==> src/verilog/irqh_pkg.sv <==
package irqh_pkg;
  localparam int NSRC = 8;
  localparam int SRC_W = 3;
  localparam int ADDR_W = 16;
  localparam int EV_W = 3;

  // register byte offsets
  localparam logic [7:0] OFF_INTERRUPT_ENABLE_REGISTER = 8'h00;
  localparam logic [7:0] OFF_EIE   = 8'h04;
  localparam logic [7:0] OFF_PRIO  = 8'h08;
  localparam logic [7:0] OFF_PEND  = 8'h0C;
  localparam logic [7:0] OFF_PCLR  = 8'h10;
  localparam logic [7:0] OFF_AUTO  = 8'h14;
  localparam logic [7:0] OFF_STATE = 8'h18;
  localparam logic [7:0] OFF_ISTAT = 8'h1C;
  localparam logic [7:0] OFF_ICLR  = 8'h20;
  localparam logic [7:0] OFF_IEN   = 8'h24;

  // field positions
  localparam int GEN_BIT   = 7;
  localparam int EV_VECTOR = 0;
  localparam int EV_RETURN = 1;
  localparam int EV_NEST   = 2;

  // reset values
  localparam logic [7:0]      INTERRUPT_ENABLE_REGISTER_RST = 8'h00;
  localparam logic [7:0]      PRIO_RST = 8'h00;
  localparam logic [7:0]      AUTO_RST = 8'h03;
  localparam logic [EV_W-1:0] EV_RST   = 3'h0;

  // vector table layout
  localparam logic [ADDR_W-1:0] VEC_BASE   = 16'h0003;
  localparam logic [ADDR_W-1:0] VEC_STRIDE = 16'h0008;

  typedef enum logic [3:0] {
    ST_IDLE = 4'h1,
    ST_LO   = 4'h2,
    ST_HI   = 4'h4,
    ST_BOTH = 4'h8
  } irqh_state_t;

  typedef struct packed {
    logic              stb;
    logic [SRC_W-1:0]  src;
    logic              level;
    logic [ADDR_W-1:0] addr;
  } irqh_call_t;

  typedef struct packed {
    logic             found;
    logic [SRC_W-1:0] src;
    logic             level;
  } irqh_pick_t;

  function automatic logic [ADDR_W-1:0] vector_of(input logic [SRC_W-1:0] src);
    vector_of = VEC_BASE + 16'(16'(src) * VEC_STRIDE);
  endfunction

  // lowest set index wins; msb of result flags a hit
  function automatic logic [SRC_W:0] first_set(input logic [NSRC-1:0] m);
    first_set = '0;
    for (int i = NSRC - 1; i >= 0; i--) begin
      if (m[i]) begin
        first_set = {1'b1, SRC_W'(i)};
      end
    end
  endfunction
endpackage

==> src/verilog/irqh_arbiter.sv <==
`timescale 1ns/1ps
module irqh_arbiter (
  // request state
  input  wire logic [irqh_pkg::NSRC-1:0] i_pend,
  input  wire logic [irqh_pkg::NSRC-1:0] i_en,
  input  wire logic                      i_gen,
  input  wire logic [irqh_pkg::NSRC-1:0] i_prio,
  // nesting permission
  input  wire logic                      i_allow_hi,
  input  wire logic                      i_allow_lo,
  // winner
  output irqh_pkg::irqh_pick_t           o_pick
);
  wire logic [irqh_pkg::NSRC-1:0] live;
  wire logic [irqh_pkg::NSRC-1:0] hi_req;
  wire logic [irqh_pkg::NSRC-1:0] lo_req;
  wire logic [irqh_pkg::SRC_W:0]  hi_win;
  wire logic [irqh_pkg::SRC_W:0]  lo_win;
  wire logic                      use_hi;
  wire logic                      use_lo;

  assign live   = i_pend & i_en & {irqh_pkg::NSRC{i_gen}};
  assign hi_req = live & i_prio;
  assign lo_req = live & ~i_prio;
  assign hi_win = irqh_pkg::first_set(hi_req);
  assign lo_win = irqh_pkg::first_set(lo_req);
  assign use_hi = hi_win[irqh_pkg::SRC_W] & i_allow_hi;
  assign use_lo = lo_win[irqh_pkg::SRC_W] & i_allow_lo & ~use_hi;

  assign o_pick.found = use_hi | use_lo;
  assign o_pick.level = use_hi;
  assign o_pick.src   = use_hi ? hi_win[irqh_pkg::SRC_W-1:0] : lo_win[irqh_pkg::SRC_W-1:0];
endmodule

==> src/verilog/irqh_ctrl.sv <==
// Operation
// - eight sources, each set to high or low priority by one bit of the priority register.
// - a peripheral pulse or a synchronised pin rising edge sets that source's pending flag.
// - a CPU request stands only while pending, own enable and global enable are all set.
// - a request is taken only at an instruction boundary and answered by a call strobe with the vector.
// - every source has a fixed vector address, base plus source index times stride.
// - the return strobe closes the innermost active service level so the CPU resumes where it left.
// - pending flags are set whatever the enables hold; disabled flags raise nothing.
// - sources marked auto-clear lose their flag on vectoring, others keep it until software clears it.
// - a flag still set after a return is taken again at the boundary after one more instruction.
// - each source has an enable bit, sources 0-6 in the enable register and source 7 in the extended one.
// - individual enables count only while bit 7 of the enable register is 1.
// - a 0 in the global enable blocks every source.
// - flags raised while globally disabled stay pending and are served once enabled again.
// - software writing 1 to a pending bit acts as a hardware event.
//
// Decided for this implementation: the Wishbone slave port and the register addresses.
`timescale 1ns/1ps
module irqh_ctrl (
  // clock and reset
  input  wire logic                           I_REF_CLK,
  input  wire logic                           I_RST,
  // wishbone slave
  input  wire logic                           I_WB_CYC,
  input  wire logic                           I_WB_STB,
  input  wire logic                           I_WB_WE,
  input  wire logic [7:0]                     I_WB_ADR,
  input  wire logic [3:0]                     I_WB_SEL,
  input  wire logic [31:0]                    I_WB_DAT,
  output logic      [31:0]                    O_WB_DAT,
  output logic                                O_WB_ACK,
  // interrupt sources
  input  wire logic [1:0]                     I_PIN_IRQ,
  input  wire logic [5:0]                     I_PERIPH_EVENT,
  // cpu sequencer
  input  wire logic                           I_INSTR_DONE,
  input  wire logic                           I_RETURN_FROM_INTERRUPT,
  output logic                                O_CPU_REQ,
  output irqh_pkg::irqh_call_t                O_CALL,
  // block interrupt
  output logic                                O_IRQ
);
  logic [7:0]                  interrupt_enable_register;
  logic                        eie;
  logic [7:0]                  prio;
  logic [irqh_pkg::NSRC-1:0]   pend;
  logic [irqh_pkg::NSRC-1:0]   auto_clr;
  logic [irqh_pkg::EV_W-1:0]   ev_stat;
  logic [irqh_pkg::EV_W-1:0]   ev_en;
  irqh_pkg::irqh_state_t       state;
  irqh_pkg::irqh_state_t       next_state;
  logic [1:0]                  pin_s1;
  logic [1:0]                  pin_s2;
  logic [1:0]                  pin_s3;
  irqh_pkg::irqh_pick_t        pick;

  wire logic                        acc;
  wire logic                        wr;
  wire logic [7:0]                  wd;
  wire logic                        wr_interrupt_enable_register;
  wire logic                        wr_eie;
  wire logic                        wr_prio;
  wire logic                        wr_pend;
  wire logic                        wr_pclr;
  wire logic                        wr_auto;
  wire logic                        wr_iclr;
  wire logic                        wr_ien;
  wire logic [irqh_pkg::NSRC-1:0]   en;
  wire logic                        gen;
  wire logic [irqh_pkg::NSRC-1:0]   hw_ev;
  wire logic [irqh_pkg::NSRC-1:0]   sw_set;
  wire logic [irqh_pkg::NSRC-1:0]   sw_clr;
  wire logic [irqh_pkg::NSRC-1:0]   auto_hit;
  wire logic [irqh_pkg::NSRC-1:0]   next_pend;
  wire logic                        allow_hi;
  wire logic                        allow_lo;
  wire logic                        take;
  wire logic [irqh_pkg::EV_W-1:0]   ev;
  wire logic [irqh_pkg::EV_W-1:0]   next_ev_stat;
  wire logic [31:0]                 rd_word;

  // bus decode, write lands on the acking edge
  assign acc     = I_WB_CYC & I_WB_STB;
  assign wr      = acc & I_WB_WE & O_WB_ACK & I_WB_SEL[0];
  assign wd      = I_WB_DAT[7:0];
  assign wr_interrupt_enable_register = wr & (I_WB_ADR == irqh_pkg::OFF_INTERRUPT_ENABLE_REGISTER);
  assign wr_eie  = wr & (I_WB_ADR == irqh_pkg::OFF_EIE);
  assign wr_prio = wr & (I_WB_ADR == irqh_pkg::OFF_PRIO);
  assign wr_pend = wr & (I_WB_ADR == irqh_pkg::OFF_PEND);
  assign wr_pclr = wr & (I_WB_ADR == irqh_pkg::OFF_PCLR);
  assign wr_auto = wr & (I_WB_ADR == irqh_pkg::OFF_AUTO);
  assign wr_iclr = wr & (I_WB_ADR == irqh_pkg::OFF_ICLR);
  assign wr_ien  = wr & (I_WB_ADR == irqh_pkg::OFF_IEN);

  assign rd_word = (I_WB_ADR == irqh_pkg::OFF_INTERRUPT_ENABLE_REGISTER) ? {24'h000000, interrupt_enable_register} :
                   (I_WB_ADR == irqh_pkg::OFF_EIE)   ? {31'h0000000, eie} :
                   (I_WB_ADR == irqh_pkg::OFF_PRIO)  ? {24'h000000, prio} :
                   (I_WB_ADR == irqh_pkg::OFF_PEND)  ? {24'h000000, pend} :
                   (I_WB_ADR == irqh_pkg::OFF_AUTO)  ? {24'h000000, auto_clr} :
                   (I_WB_ADR == irqh_pkg::OFF_STATE) ? {28'h0000000, state} :
                   (I_WB_ADR == irqh_pkg::OFF_ISTAT) ? {29'h0000000, ev_stat} :
                   (I_WB_ADR == irqh_pkg::OFF_IEN)   ? {29'h0000000, ev_en} : 32'h00000000;

  assign en  = {eie, interrupt_enable_register[6:0]};
  assign gen = interrupt_enable_register[irqh_pkg::GEN_BIT];

  // pin edges after two sync stages
  assign hw_ev    = {I_PERIPH_EVENT, pin_s2 & ~pin_s3};
  assign sw_set   = wr_pend ? wd : 8'h00;
  assign sw_clr   = wr_pclr ? wd : 8'h00;
  assign auto_hit = take ? (auto_clr & (8'h01 << pick.src)) : 8'h00;
  // set wins over any clear in the same cycle
  assign next_pend = (pend & ~sw_clr & ~auto_hit) | hw_ev | sw_set;

  assign allow_hi = (state == irqh_pkg::ST_IDLE) | (state == irqh_pkg::ST_LO);
  assign allow_lo = (state == irqh_pkg::ST_IDLE);
  // no vectoring in the return's own boundary, so one more instruction runs
  assign take = I_INSTR_DONE & ~I_RETURN_FROM_INTERRUPT & pick.found;

  assign ev[irqh_pkg::EV_VECTOR] = take;
  assign ev[irqh_pkg::EV_RETURN] = I_RETURN_FROM_INTERRUPT;
  assign ev[irqh_pkg::EV_NEST]   = take & pick.level & (state == irqh_pkg::ST_LO);
  assign next_ev_stat = (ev_stat & ~(wr_iclr ? wd[irqh_pkg::EV_W-1:0] : 3'h0)) | ev;

  irqh_arbiter u_arb (
    .i_pend     (pend),
    .i_en       (en),
    .i_gen      (gen),
    .i_prio     (prio),
    .i_allow_hi (allow_hi),
    .i_allow_lo (allow_lo),
    .o_pick     (pick)
  );

  // service level tracking
  always_comb begin
    next_state = state;
    unique case (state)
      irqh_pkg::ST_IDLE: begin
        if (take) begin
          next_state = pick.level ? irqh_pkg::ST_HI : irqh_pkg::ST_LO;
        end
      end
      irqh_pkg::ST_LO: begin
        if (I_RETURN_FROM_INTERRUPT) begin
          next_state = irqh_pkg::ST_IDLE;
        end else if (take) begin
          next_state = irqh_pkg::ST_BOTH;
        end
      end
      irqh_pkg::ST_HI: begin
        if (I_RETURN_FROM_INTERRUPT) begin
          next_state = irqh_pkg::ST_IDLE;
        end
      end
      irqh_pkg::ST_BOTH: begin
        if (I_RETURN_FROM_INTERRUPT) begin
          next_state = irqh_pkg::ST_LO;
        end
      end
      default: next_state = irqh_pkg::ST_IDLE;
    endcase
  end

  always_ff @(posedge I_REF_CLK) begin
    if (I_RST) begin
      pin_s1 <= 2'h0;
      pin_s2 <= 2'h0;
      pin_s3 <= 2'h0;
    end else begin
      pin_s1 <= I_PIN_IRQ;
      pin_s2 <= pin_s1;
      pin_s3 <= pin_s2;
    end
  end

  always_ff @(posedge I_REF_CLK) begin
    if (I_RST) begin
      O_WB_ACK <= 1'b0;
      O_WB_DAT <= 32'h00000000;
    end else begin
      O_WB_ACK <= acc & ~O_WB_ACK;
      O_WB_DAT <= (acc & ~O_WB_ACK & ~I_WB_WE) ? rd_word : 32'h00000000;
    end
  end

  always_ff @(posedge I_REF_CLK) begin
    if (I_RST) begin
      interrupt_enable_register <= irqh_pkg::INTERRUPT_ENABLE_REGISTER_RST;
      eie      <= 1'b0;
      prio     <= irqh_pkg::PRIO_RST;
      auto_clr <= irqh_pkg::AUTO_RST;
      ev_en    <= irqh_pkg::EV_RST;
    end else begin
      if (wr_interrupt_enable_register) interrupt_enable_register <= wd;
      if (wr_eie) eie <= wd[0];
      if (wr_prio) prio <= wd;
      if (wr_auto) auto_clr <= wd;
      if (wr_ien) ev_en <= wd[irqh_pkg::EV_W-1:0];
    end
  end

  always_ff @(posedge I_REF_CLK) begin
    if (I_RST) begin
      pend    <= 8'h00;
      state   <= irqh_pkg::ST_IDLE;
      ev_stat <= irqh_pkg::EV_RST;
      O_IRQ   <= 1'b0;
    end else begin
      pend    <= next_pend;
      state   <= next_state;
      ev_stat <= next_ev_stat;
      O_IRQ   <= |(next_ev_stat & ev_en);
    end
  end

  always_ff @(posedge I_REF_CLK) begin
    if (I_RST) begin
      O_CPU_REQ <= 1'b0;
      O_CALL    <= '0;
    end else begin
      O_CPU_REQ  <= pick.found;
      O_CALL.stb <= take;
      if (take) begin
        O_CALL.src   <= pick.src;
        O_CALL.level <= pick.level;
        O_CALL.addr  <= irqh_pkg::vector_of(pick.src);
      end
    end
  end

  // checks
  property p_hw_sets_pend;
    @(posedge I_REF_CLK) disable iff (I_RST)
      (|hw_ev) |=> ((pend & $past(hw_ev)) == $past(hw_ev));
  endproperty
  a_hw_sets_pend: assert property (p_hw_sets_pend) else $error("event did not set pending flag");

  property p_req_gated;
    @(posedge I_REF_CLK) disable iff (I_RST)
      O_CPU_REQ |-> ($past(gen) && (|($past(pend) & $past(en))));
  endproperty
  a_req_gated: assert property (p_req_gated) else $error("request without enabled pending flag");

  property p_call_at_boundary;
    @(posedge I_REF_CLK) disable iff (I_RST)
      O_CALL.stb |-> ($past(I_INSTR_DONE) && !$past(I_RETURN_FROM_INTERRUPT) && $past(pick.found));
  endproperty
  a_call_at_boundary: assert property (p_call_at_boundary) else $error("call outside a boundary");

  property p_vector_fixed;
    @(posedge I_REF_CLK) disable iff (I_RST)
      O_CALL.stb |-> (O_CALL.addr == irqh_pkg::VEC_BASE + 16'(16'(O_CALL.src) * irqh_pkg::VEC_STRIDE));
  endproperty
  a_vector_fixed: assert property (p_vector_fixed) else $error("wrong vector address");

  property p_return_defers;
    @(posedge I_REF_CLK) disable iff (I_RST)
      I_RETURN_FROM_INTERRUPT |=> !O_CALL.stb;
  endproperty
  a_return_defers: assert property (p_return_defers) else $error("vectored in return boundary");

  property p_global_off;
    @(posedge I_REF_CLK) disable iff (I_RST)
      !gen |=> !O_CPU_REQ;
  endproperty
  a_global_off: assert property (p_global_off) else $error("request while globally disabled");

  property p_pending_held;
    @(posedge I_REF_CLK) disable iff (I_RST)
      (!gen && !wr_pclr) |=> ((pend & $past(pend)) == $past(pend));
  endproperty
  a_pending_held: assert property (p_pending_held) else $error("pending flag lost while disabled");

  property p_sw_trigger;
    @(posedge I_REF_CLK) disable iff (I_RST)
      wr_pend |=> ((pend & $past(wd)) == $past(wd));
  endproperty
  a_sw_trigger: assert property (p_sw_trigger) else $error("software set not taken");

  property p_auto_clear;
    @(posedge I_REF_CLK) disable iff (I_RST)
      (|auto_hit && !(|(auto_hit & (hw_ev | sw_set)))) |=> !(|(pend & $past(auto_hit)));
  endproperty
  a_auto_clear: assert property (p_auto_clear) else $error("auto-clear flag survived vectoring");

  property p_high_first;
    @(posedge I_REF_CLK) disable iff (I_RST)
      (O_CALL.stb && !O_CALL.level) |-> !(|($past(pend) & $past(en) & $past(prio)));
  endproperty
  a_high_first: assert property (p_high_first) else $error("low served over high");

  property p_return_pops;
    @(posedge I_REF_CLK) disable iff (I_RST)
      (I_RETURN_FROM_INTERRUPT && state == irqh_pkg::ST_BOTH) |=> (state == irqh_pkg::ST_LO);
  endproperty
  a_return_pops: assert property (p_return_pops) else $error("return did not close inner level");

  property p_low_only_idle;
    @(posedge I_REF_CLK) disable iff (I_RST)
      (O_CALL.stb && !O_CALL.level) |-> ($past(state) == irqh_pkg::ST_IDLE);
  endproperty
  a_low_only_idle: assert property (p_low_only_idle) else $error("low call inside a service level");

  property p_nest_hi_over_lo;
    @(posedge I_REF_CLK) disable iff (I_RST)
      (take && pick.level && state == irqh_pkg::ST_LO) |=> (state == irqh_pkg::ST_BOTH) ##0 O_CALL.stb;
  endproperty
  c_nest: cover property (p_nest_hi_over_lo);
  c_call: cover property (@(posedge I_REF_CLK) disable iff (I_RST) O_CALL.stb ##[1:50] I_RETURN_FROM_INTERRUPT);
  c_reenter: cover property (@(posedge I_REF_CLK) disable iff (I_RST) I_RETURN_FROM_INTERRUPT ##[1:20] O_CALL.stb);
endmodule

==> config.mk <==
export PLATFORM = sky130hd
export DESIGN_NAME = irqh_ctrl
export DESIGN_NICKNAME = d
export VERILOG_FILES = /design/src/verilog/irqh_pkg.sv /design/src/verilog/irqh_arbiter.sv /design/src/verilog/irqh_ctrl.sv
export SDC_FILE = /design/constraint.sdc
export NUM_CORES = 1
export LEC_CHECK = 0
export ABC_AREA = 1
export BUFFER_PORTS_ARGS = -buffer_cell sky130_fd_sc_hd__buf_4
export CAP_MARGIN = 20
export CORE_ASPECT_RATIO = 1.4
export CORE_MARGIN = 5
export CORE_UTILIZATION = 40
export CTS_CLUSTER_DIAMETER = 200
export CTS_CLUSTER_SIZE = 10
export DETAILED_ROUTE_END_ITERATION = 12
export PLACE_DENSITY = 0.72
export SYNTH_ARGS = -nofsm -noshare
export SYNTH_HDL_FRONTEND = slang
export SYNTH_HIERARCHICAL = 1
export SYNTH_SLANG_ARGS = --single-unit
export TNS_END_PERCENT = 1
==> constraint.sdc <==
create_clock -name I_REF_CLK -period 5.1 [get_ports I_REF_CLK]
set_input_delay 0.51 -clock I_REF_CLK [delete_from_list [all_inputs] [get_ports I_REF_CLK]]
set_output_delay 0.51 -clock I_REF_CLK [all_outputs]
set_load 0.005 [all_outputs]
==> flow_summary.toml, run 1 <==
[final_layout]
drive_gt1_frac = 0.206
antenna_cells = 0
fin_util = 0.469
nFillCells = 938
nNetsFinal = 641
final_cell_count_no_fill = 697
area_growth_pct = 15.9

[timing]
tightest_slew_ps = 962
setup-tns-final_ps = 0
clock.fmax_ghz = 0.384
finClkSkew_ps = 6.68
layout_min_cycle_time_ps = 2600
drv_slew = 0
hold_ws_ps = 380
rsz0062_at_grt = "false"
hold_violations = 0
finalCritPeriodShare = 0.511
slew_headroom = 0.358
setup_violations = 0

[grt]
grt_pass1_vias = 3279
grt_use_total = 0.169
grt_first_pass_wirelength_um = 15400
grt_max_degree = 35
antenna_found_initial = 0
grt.overflow.total = 0

[floorplan]
die-area_um2 = 11500
die_x_um = 92.2
core_um2 = 9350
start_util = 0.405
core.rowCount = 42
ios = 115
fp.dieH_um = 125

[worst_setup_path]
crit_required_ps = 5380
crit_path_start_kind = "register"
worstPathMaxFanout = 18
reg2reg_depth = 14
r2r_start = "interrupt_enable_register[7]"
cp-end-kind = "register"
r2r_end = "O_IRQ"
r2r_setup_slack_ps = 2500
crit_arrival_ps = 2880
critPathKind = "reg2reg"

[yosys]
yosysWarnings = 6
syn_area_per_cell_um2 = 7.08
syn-instance-count = 535
yosysTopAreaCell = "dfxtp_1"
syn_area_um2 = 3790
synth-edff-count = 0
synth_top_area_frac = 0.349
synthDistinctLibCells = 40
synth_area_leaders = "dfxtp_1, nand2_1, buf_4"
ys_ff_latch = 66
yosysSeqAreaShare = 0.349
synth-main-ff-cell = "dfxtp_1"
synthArstFlopShare = 0

[pwr]
p_leak_nw = 2.10
power_density_nw_per_um2 = 311
peakVddDrop_mv = 0.187

[min_path]
min_from = "I_PIN_IRQ[1]"
whs_endpoint = "pin_s1[1]"
min_path_cells = 3
hold_class = "in2reg"

[status]
status = "finished clean"

[clock_tree]
ctsHoldBuffers = 0
cts_buffers = 9
clkSinkCount = 66
root_buffer = "clkbuf_16"
htreeDepth = 3
path_clk_slew_ps = 50
tritoncts = "yes"
cts_setup_buffers = 0
insertion_delay_ps = 340
clk_path_buf_depth = 2
postCtsResizedCells = 0

[route]
wl_um = 9740
drt_iter0_drc = 256
wl_per_cell_um = 14.0
drc_errors = 0
vias_per_cell = 4.95
drtAntennaViolNets = 0
vias = 3451
first_pass_iters = 5

[place]
place.gp.congestion = 0.890
placed_cells = 681
hpwlAfterDp_um = 7600
portBuffers = 52

[job]
drv_cap = 0
worst max-delay path by stage:
stage               cells past startpoint      end  slack [ps]                          from
finish                                 14    O_IRQ        2500  interrupt_enable_register[7]
detailed placement                     14    O_IRQ        2510  interrupt_enable_register[7]
floorplan                              16  pend[7]        3160                      state[3]
global placement                       14    O_IRQ        2500  interrupt_enable_register[7]
global route                           14    O_IRQ        2220  interrupt_enable_register[7]
CTS                                    14    O_IRQ        2470  interrupt_enable_register[7]
cells in the mapped netlist (2+ instances only):
| master | instances |
|---|---|
| o211ai_1 | 4 |
| nor3_2 | 2 |
| o21ai_2 | 3 |
| buf_8 | 2 |
| buf_6 | 2 |
| clkbuf_1 | 6 |
| nand3_1 | 45 |
| nand3b_1 | 2 |
| nand2_4 | 4 |
| inv_2 | 8 |
| nand4_2 | 3 |
| o21ai_0 | 28 |
| buf_4 | 40 |
| a31oi_1 | 6 |
| a21oi_2 | 5 |
| o21ai_1 | 4 |
| nor2_2 | 3 |
| nor3_1 | 3 |
| or2_0 | 3 |
| nand2_2 | 5 |
| dfxtp_1 | 66 |
| nor2_8 | 3 |
| nand4_1 | 11 |
| a21oi_1 | 41 |
| inv_1 | 58 |
| nor2_1 | 54 |
| or2_2 | 3 |
| nand2_1 | 102 |
| clkinv_2 | 2 |
| nor2_4 | 7 |
registers in the layout (all words and copies together), names as in the netlist:
register,count
O_WB_DAT,8
auto_clr,8
interrupt_enable_register,8
pend,8
prio,8
O_CALL,6
state,4
ev_en,3
ev_stat,3
pin_s1,2
pin_s2,2
pin_s3,2
O_CPU_REQ,1
O_IRQ,1
O_WB_ACK,1
eie,1
critical path, stage by stage, from the launching register on:
cell and delay, ps:
dfxtp_1 720, nand3_1 140, nor2_1 270, nor3_2 110, nand2_1 90, nand2_1 60
nand2_1 100, nand3_2 220, inv_1 270, nand3_1 180, nand2_1 110, nand2_1 60
nand3_1 90, nand2_1 50, inv_1 80
layout by cell type (no fill, tap or decap), types with 2 or more instances in the layout:
cell | synthesis | routed
clkbuf_16 | 0 | 9
a31oi_1 | 6 | 6
nand2_2 | 5 | 5
nor3_1 | 3 | 3
dfxtp_1 | 66 | 66
nor2_4 | 7 | 7
buf_4 | 40 | 52
nor2_1 | 54 | 54
nor2_2 | 3 | 3
inv_2 | 8 | 8
nor2_8 | 3 | 3
nand2_1 | 102 | 102
o211ai_1 | 4 | 4
nand2_4 | 4 | 4
o21ai_0 | 28 | 28
nand4_2 | 3 | 3
nor3_2 | 2 | 2
o21ai_2 | 3 | 3
nand3b_1 | 2 | 2
conb_1 | 1 | 35
a21oi_1 | 41 | 41
or2_2 | 3 | 3
inv_1 | 58 | 58
nand4_1 | 11 | 11
nand3_1 | 45 | 45
or2_0 | 3 | 3
bufinv_16 | 0 | 2
a21oi_2 | 5 | 5
o21ai_1 | 4 | 4
clkinv_2 | 2 | 4
cell families after synthesis:
kind of cell | after synthesis | synth area share
buf+inv | 120 | 0.171
other cells | 1 | 0.000990
compound gates | 94 | 0.140
simple gates | 254 | 0.339
flops | 66 | 0.349
power breakdown:
part	switching (mW)	internal (mW)
clock network	0.226	0.439
registers	0.0156	0.532
logic	0.0995	0.0540
total	0.341	1.03
routing by layer:
layer	vias to the layer above	wire length [um]	GRT usage
met1	1560	3810	0.179
met2	113	5080	0.299
met3	28	496	0.0385
li1	1750	-	-
met5	-	0	0
met4	0	350	0.107
stage by stage:
step | area (um^2) | setup WS, ps | power (mW)
finish | 4390 | 2500 | 1.37
detailed placement | 4070 | 2510 | 0.710
CTS | 4390 | 2470 | 1.38
global route | 4390 | 2220 | 1.42
floorplan | 3920 | 3160 | 0.679
global placement | 4070 | 2500 | 0.703
area by class of cell:
cell class | instances | area [um^2] | area share
repair buffers | 52 | 390 | 0.0890
clock inverters | 5 | 77.6 | 0.0177
inverters | 70 | 273 | 0.0622
clock buffers | 11 | 243 | 0.0553
well taps | 110 | 138 | 0.0314
flip-flops and latches | 66 | 1320 | 0.301
multi-input cells | 383 | 1950 | 0.443
Note: power is estimated with default switching activity, not from simulation.
==> run 2, diff against run 1 <==
--- a/config.mk
+++ b/config.mk
@@ -14,7 +14,7 @@
 export CTS_CLUSTER_DIAMETER = 200
 export CTS_CLUSTER_SIZE = 10
 export DETAILED_ROUTE_END_ITERATION = 12
-export PLACE_DENSITY = 0.72
+export PLACE_DENSITY = 0.74
 export SYNTH_ARGS = -nofsm -noshare
 export SYNTH_HDL_FRONTEND = slang
 export SYNTH_HIERARCHICAL = 1
==> constraint.sdc (replaced) <==
create_clock -name I_REF_CLK -period 2.25 [get_ports I_REF_CLK]
set_input_delay 0.225 -clock I_REF_CLK [delete_from_list [all_inputs] [get_ports I_REF_CLK]]
set_output_delay 0.225 -clock I_REF_CLK [all_outputs]
set_load 0.005 [all_outputs]
==> run 2 against run 1 <==
Net effect:
- fmax rose by 26%
- sequential share of layout area fell by 0.57 points
- power is 120% higher
- die area unchanged
- hold slack got worse by 290 ps
- setup slack worse by 2300 ps
- clock skew down 1.6 ps
==> flow_summary.toml, run 2 (synthesis gave the netlist of run 1 again) <==
[grt]
grt.overflow.total = 0
grt_max_degree = 35
antenna_found_initial = 0
grt_use_total = 0.174
grt_pass1_vias = 3509
grt_first_pass_wirelength_um = 16000

[final_layout]
nNetsFinal = 649
area_growth_pct = 18.3
final_cell_mix = "nand2_1, dfxtp_1, buf_4, inv_1, nor2_1"
antenna_cells = 0
layout_commonest_cell = "nand2_1"
drive_gt1_frac = 0.229

[timing]
rsz0062_at_grt = "false"
finalCritPeriodShare = 0.918
hold_violations = 0
finClkSkew_ps = 5.11
slew_headroom = 0.652
setup-tns-final_ps = 0
layout_min_cycle_time_ps = 2060
drv_slew = 0
setup_violations = 0
tightest_slew_ps = 517
clock.fmax_ghz = 0.484

[worst_setup_path]
critical-path-top-delay-family = "simple AND/OR/NAND/NOR gates"
r2r_start = "interrupt_enable_register[7]"
reg2reg_depth = 16
cp_cell_sequence = "buf_12 -> nand3_1 -> nor2_1 -> nand2_1 -> nand2_1 -> nand2_1 -> nand2_1 -> nand2_1 -> nand2_1 -> nand2_1 -> nand2_1 -> inv_1 -> nor2_1 -> nand3_1 -> nand3_1 -> a31oi_1"
slowest_stage = "dfxtp_1"
crit_cells = 16
cp-end-kind = "register"
crit_required_ps = 2460
crit_buf_inv = 2
r2r_end = "pend[5]"
crit_arrival_ps = 2270
r2r_setup_slack_ps = 190
crit_path_start_kind = "register"
worstPathMaxFanout = 18
critPathKind = "reg2reg"
critPathMaxStageDelay_ps = 360
crit_top_cell = "nand2_1"

[place]
place.gp.congestion = 0.886
portBuffers = 52
hpwlAfterDp_um = 7530

[min_path]
whs_endpoint = "pin_s1[1]"
min_path_cells = 3
min_from = "I_PIN_IRQ[1]"
hold_class = "in2reg"

[route]
drtAntennaViolNets = 0
wl_met1_um = 3610
wl_um = 9740
wl_met3_um = 653
vias_per_cell = 5.11
wl_per_cell_um = 13.8
routed.top_layer = "met4"
met2_length_um = 4880
drc_errors = 0
first_pass_iters = 5
drt_iter0_drc = 316
vias = 3601

[floorplan]
start_util = 0.405
ios = 115
fp.dieH_um = 125
die_x_um = 92.2
core.rowCount = 42
core_um2 = 9350
die-area_um2 = 11500

[clock_tree]
insertion_delay_ps = 330
clk_path_buf_depth = 2
path_clk_slew_ps = 50
root_buffer = "clkbuf_16"
ctsHoldBuffers = 0
tritoncts = "yes"
cts_buffers = 9
clkSinkCount = 66
htreeDepth = 3

[pwr]
p_leak_nw = 2.13
peakVddDrop_mv = 0.428
power_mw = 3.04
seqPwrFrac = 0.410
power_density_nw_per_um2 = 678
p_clk_frac = 0.459
intPower_mw = 2.28
power_frac_comb = 0.131
p_sw_uw = 758
p_sw_frac = 0.249

[job]
drv_cap = 0

[status]
status = "finished clean"
==> run 2: power by group through the flow <==
stage	logic [mW]	registers, mW	clock network [mW]
after detailed placement	0.366	1.26	0
after global routing	0.451	1.25	1.46
after CTS	0.367	1.24	1.42
after global placement	0.353	1.26	0
after floorplan	0.283	1.26	0
final	0.399	1.25	1.39
==> run 2: timing repair <==
item                                    4_1_cts  5_1_grt
endpoints found under the setup margin        0       15
setup buffers                                 0        0
resized for setup                             0       13
==> run 2: per-stage QoR <==
stage	hold slack (ps)	instance area (um^2)	setup slack, ps	instances	util
2_1_floorplan	332	3920	314	569	-
3_3_place_gp	389	4140	120	689	0.443
3_5_place_dp	397	4140	78.7	689	0.443
4_1_cts	87.7	4440	60.6	705	0.475
5_1_grt	114	4480	23.2	705	0.479
6_report	92.6	4480	185	705	0.479
==> run 2: area by class of cell <==
type / instances / area, um^2
Inverter: 70 / 273
Clock buffer: 14 / 264
Timing Repair Buffer: 60 / 463
Fill cell: 918 / 4870
Clock inverter: 2 / 35.0
Sequential cell: 66 / 1320
Tap cell: 110 / 138
Multi-Input combinational cell: 383 / 1990
==> run 2: how the worst max path moves through the flow <==
| stage | slack (ps) | end | from |
|---|---|---|---|
| final | 190 | pend[5] | interrupt_enable_register[7] |
| after detailed placement | 80 | pend[7] | state[3] |
| after CTS | 60 | pend[7] | state[3] |
| after floorplan | 310 | pend[7] | state[3] |
| after global routing | 20 | pend[6] | state[3] |
| after global placement | 120 | pend[7] | state[3] |
==> run 2: per-layer routing <==
metal	up-vias	GRT usage
met5	-	0
met4	0	0.137
met3	46	0.0331
met2	144	0.300
met1	1647	0.182
li1	1764	-
==> run 2: worst reg2reg max path: cells and delay by family (launching register included) <==
kind	cells	cell delay, ps
buffers and inverters	2	250
DFF	1	360
and+or+nand+nor	13	1270
AOI/OAI and AO/OA	1	70
==> run 3, diff against run 2 <==
--- a/config.mk
+++ b/config.mk
@@ -10,11 +10,11 @@
 export CAP_MARGIN = 20
 export CORE_ASPECT_RATIO = 1.4
 export CORE_MARGIN = 5
-export CORE_UTILIZATION = 40
+export CORE_UTILIZATION = 30
 export CTS_CLUSTER_DIAMETER = 200
 export CTS_CLUSTER_SIZE = 10
 export DETAILED_ROUTE_END_ITERATION = 12
-export PLACE_DENSITY = 0.74
+export PLACE_DENSITY = 0.6
 export SYNTH_ARGS = -nofsm -noshare
 export SYNTH_HDL_FRONTEND = slang
 export SYNTH_HIERARCHICAL = 1
==> run 3 against run 2 <==
Net effect:
- critical path type unchanged
- largest cell class unchanged
- hold slack lost 3.1 ps
- critical endpoint is now pend[0]
- non-clock buffer count is the same
- fmax shrank 2.7%
==> flow_summary.toml, run 3 (synthesis gave the netlist of run 1 again) <==
[min_path]
min_from = "I_PIN_IRQ[1]"
whs_endpoint = "pin_s1[1]"
min_path_cells = 3
hold_class = "in2reg"

[clock_tree]
insertion_delay_ps = 330
ctsHoldBuffers = 0
tritoncts = "yes"
cts_buffers = 9
postCtsResizedCells = 0
clkSinkCount = 66
cts_setup_buffers = 0
root_buffer = "clkbuf_16"
htreeDepth = 3
clk_path_buf_depth = 2
path_clk_slew_ps = 50

[worst_setup_path]
worstPathMaxFanout = 5
r2r_setup_slack_ps = 130
crit_required_ps = 2470
crit_arrival_ps = 2340
r2r_start = "state[2]"
crit_path_start_kind = "register"
critPathKind = "reg2reg"
reg2reg_depth = 11
cp-end-kind = "register"
r2r_end = "pend[0]"

[final_layout]
final_cell_mix = "nand2_1, dfxtp_1, buf_4, inv_1, nor2_1"
antenna_cells = 0
nFillCells = 1301
final_area_um2 = 4560
drive_gt1_frac = 0.227
layout_commonest_cell = "nand2_1"
area_growth_pct = 20.4
nNetsFinal = 649
final_cell_count_no_fill = 745

[place]
placed_cells = 729
hpwlAfterDp_um = 8040
dpl_cell_area_um2 = 4190
portBuffers = 52
place.gp.congestion = 0.908

[floorplan]
die-area_um2 = 15000
start_util = 0.306
fp.dieH_um = 143
core_um2 = 12400
die_x_um = 105
ios = 115
core.rowCount = 48

[timing]
hold_violations = 0
tightest_slew_ps = 571
finClkSkew_ps = 5.77
clock.fmax_ghz = 0.471
slew_headroom = 0.616
setup_violations = 0
layout_min_cycle_time_ps = 2120
finalCritPeriodShare = 0.943
drv_slew = 0
rsz0062_at_grt = "true"

[route]
drt_iter0_drc = 187
vias = 3488
drc_errors = 0
first_pass_iters = 4
drtAntennaViolNets = 0
wl_per_cell_um = 13.7
vias_per_cell = 4.68
wl_um = 10200

[grt]
antenna_found_initial = 0
grt.overflow.total = 0
grt_first_pass_wirelength_um = 15700
grt_pass1_vias = 3320
grt_max_degree = 35
grt_use_total = 0.132

[status]
status = "finished clean"

[pwr]
p_leak_nw = 2.16
power_mw = 3.26
peakVddDrop_mv = 0.362
power_density_nw_per_um2 = 715

[job]
drv_cap = 0
==> run 3: cell count changes in the layout (fill, tap and decap cells not counted), moves of 2 or more <==
| cell | previous run | this run |
|---|---|---|
| nor2_2 | 7 | 5 |
| clkbuf_1 | 3 | 0 |
| bufinv_16 | 1 | 3 |
| nor2_1 | 49 | 51 |
==> run 3: cell type report <==
cell class | instances | area, um^2 | area share
Multi-Input combinational cell | 383 | 1960 | 0.430
Sequential cell | 66 | 1320 | 0.290
Timing Repair Buffer | 60 | 463 | 0.102
Inverter | 70 | 273 | 0.0598
Clock buffer | 11 | 253 | 0.0554
Tap cell | 150 | 188 | 0.0412
Clock inverter | 5 | 100 | 0.0220
==> run 3: report_power, final <==
| part | internal (mW) | switching [mW] |
|---|---|---|
| Sequential | 1.21 | 0.0303 |
| Clock | 1.14 | 0.508 |
| Combinational | 0.145 | 0.234 |
==> run 3: per-stage QoR <==
step	hold WS, ps	setup TNS [ps]	utilization	setup slack (ps)
after global routing	108	-41.3	0.369	-30.1
after detailed placement	394	0	0.339	103
after floorplan	332	0	-	314
after CTS	82.7	0	0.367	94.1
after global placement	390	0	0.339	124
final	89.5	0	0.369	128
==> run 3: worst max-delay path by stage <==
stage          startpoint  cells after the start  slack, ps      end
6_report         state[2]                     11        130  pend[0]
3_5_place_dp     state[2]                     16        100  pend[6]
2_1_floorplan    state[3]                     16        310  pend[7]
4_1_cts          state[2]                     16         90  pend[6]
5_1_grt          state[2]                     11        -30  pend[2]
3_3_place_gp     state[2]                     16        120  pend[6]
==> run 3: metal layers <==
layer | GRT usage | share of wire | vias up
li1 | - | - | 1767
met1 | 0.138 | 0.38 | 1587
met2 | 0.240 | 0.52 | 108
met3 | 0.0217 | 0.055 | 26
met4 | 0.0896 | 0.040 | 0
met5 | 0 | 0 | -
==> run 3: worst max-delay path: stages (launching register included) <==
cell     delay, ps
dfxtp_2        320
inv_2           60
nand2_1         90
nor3_2         230
or2_2          230
nand2_4         90
nand2_1        150
nand3_2        160
nor2_1         370
nand3_1        130
nand3_1        110
a31oi_1         70
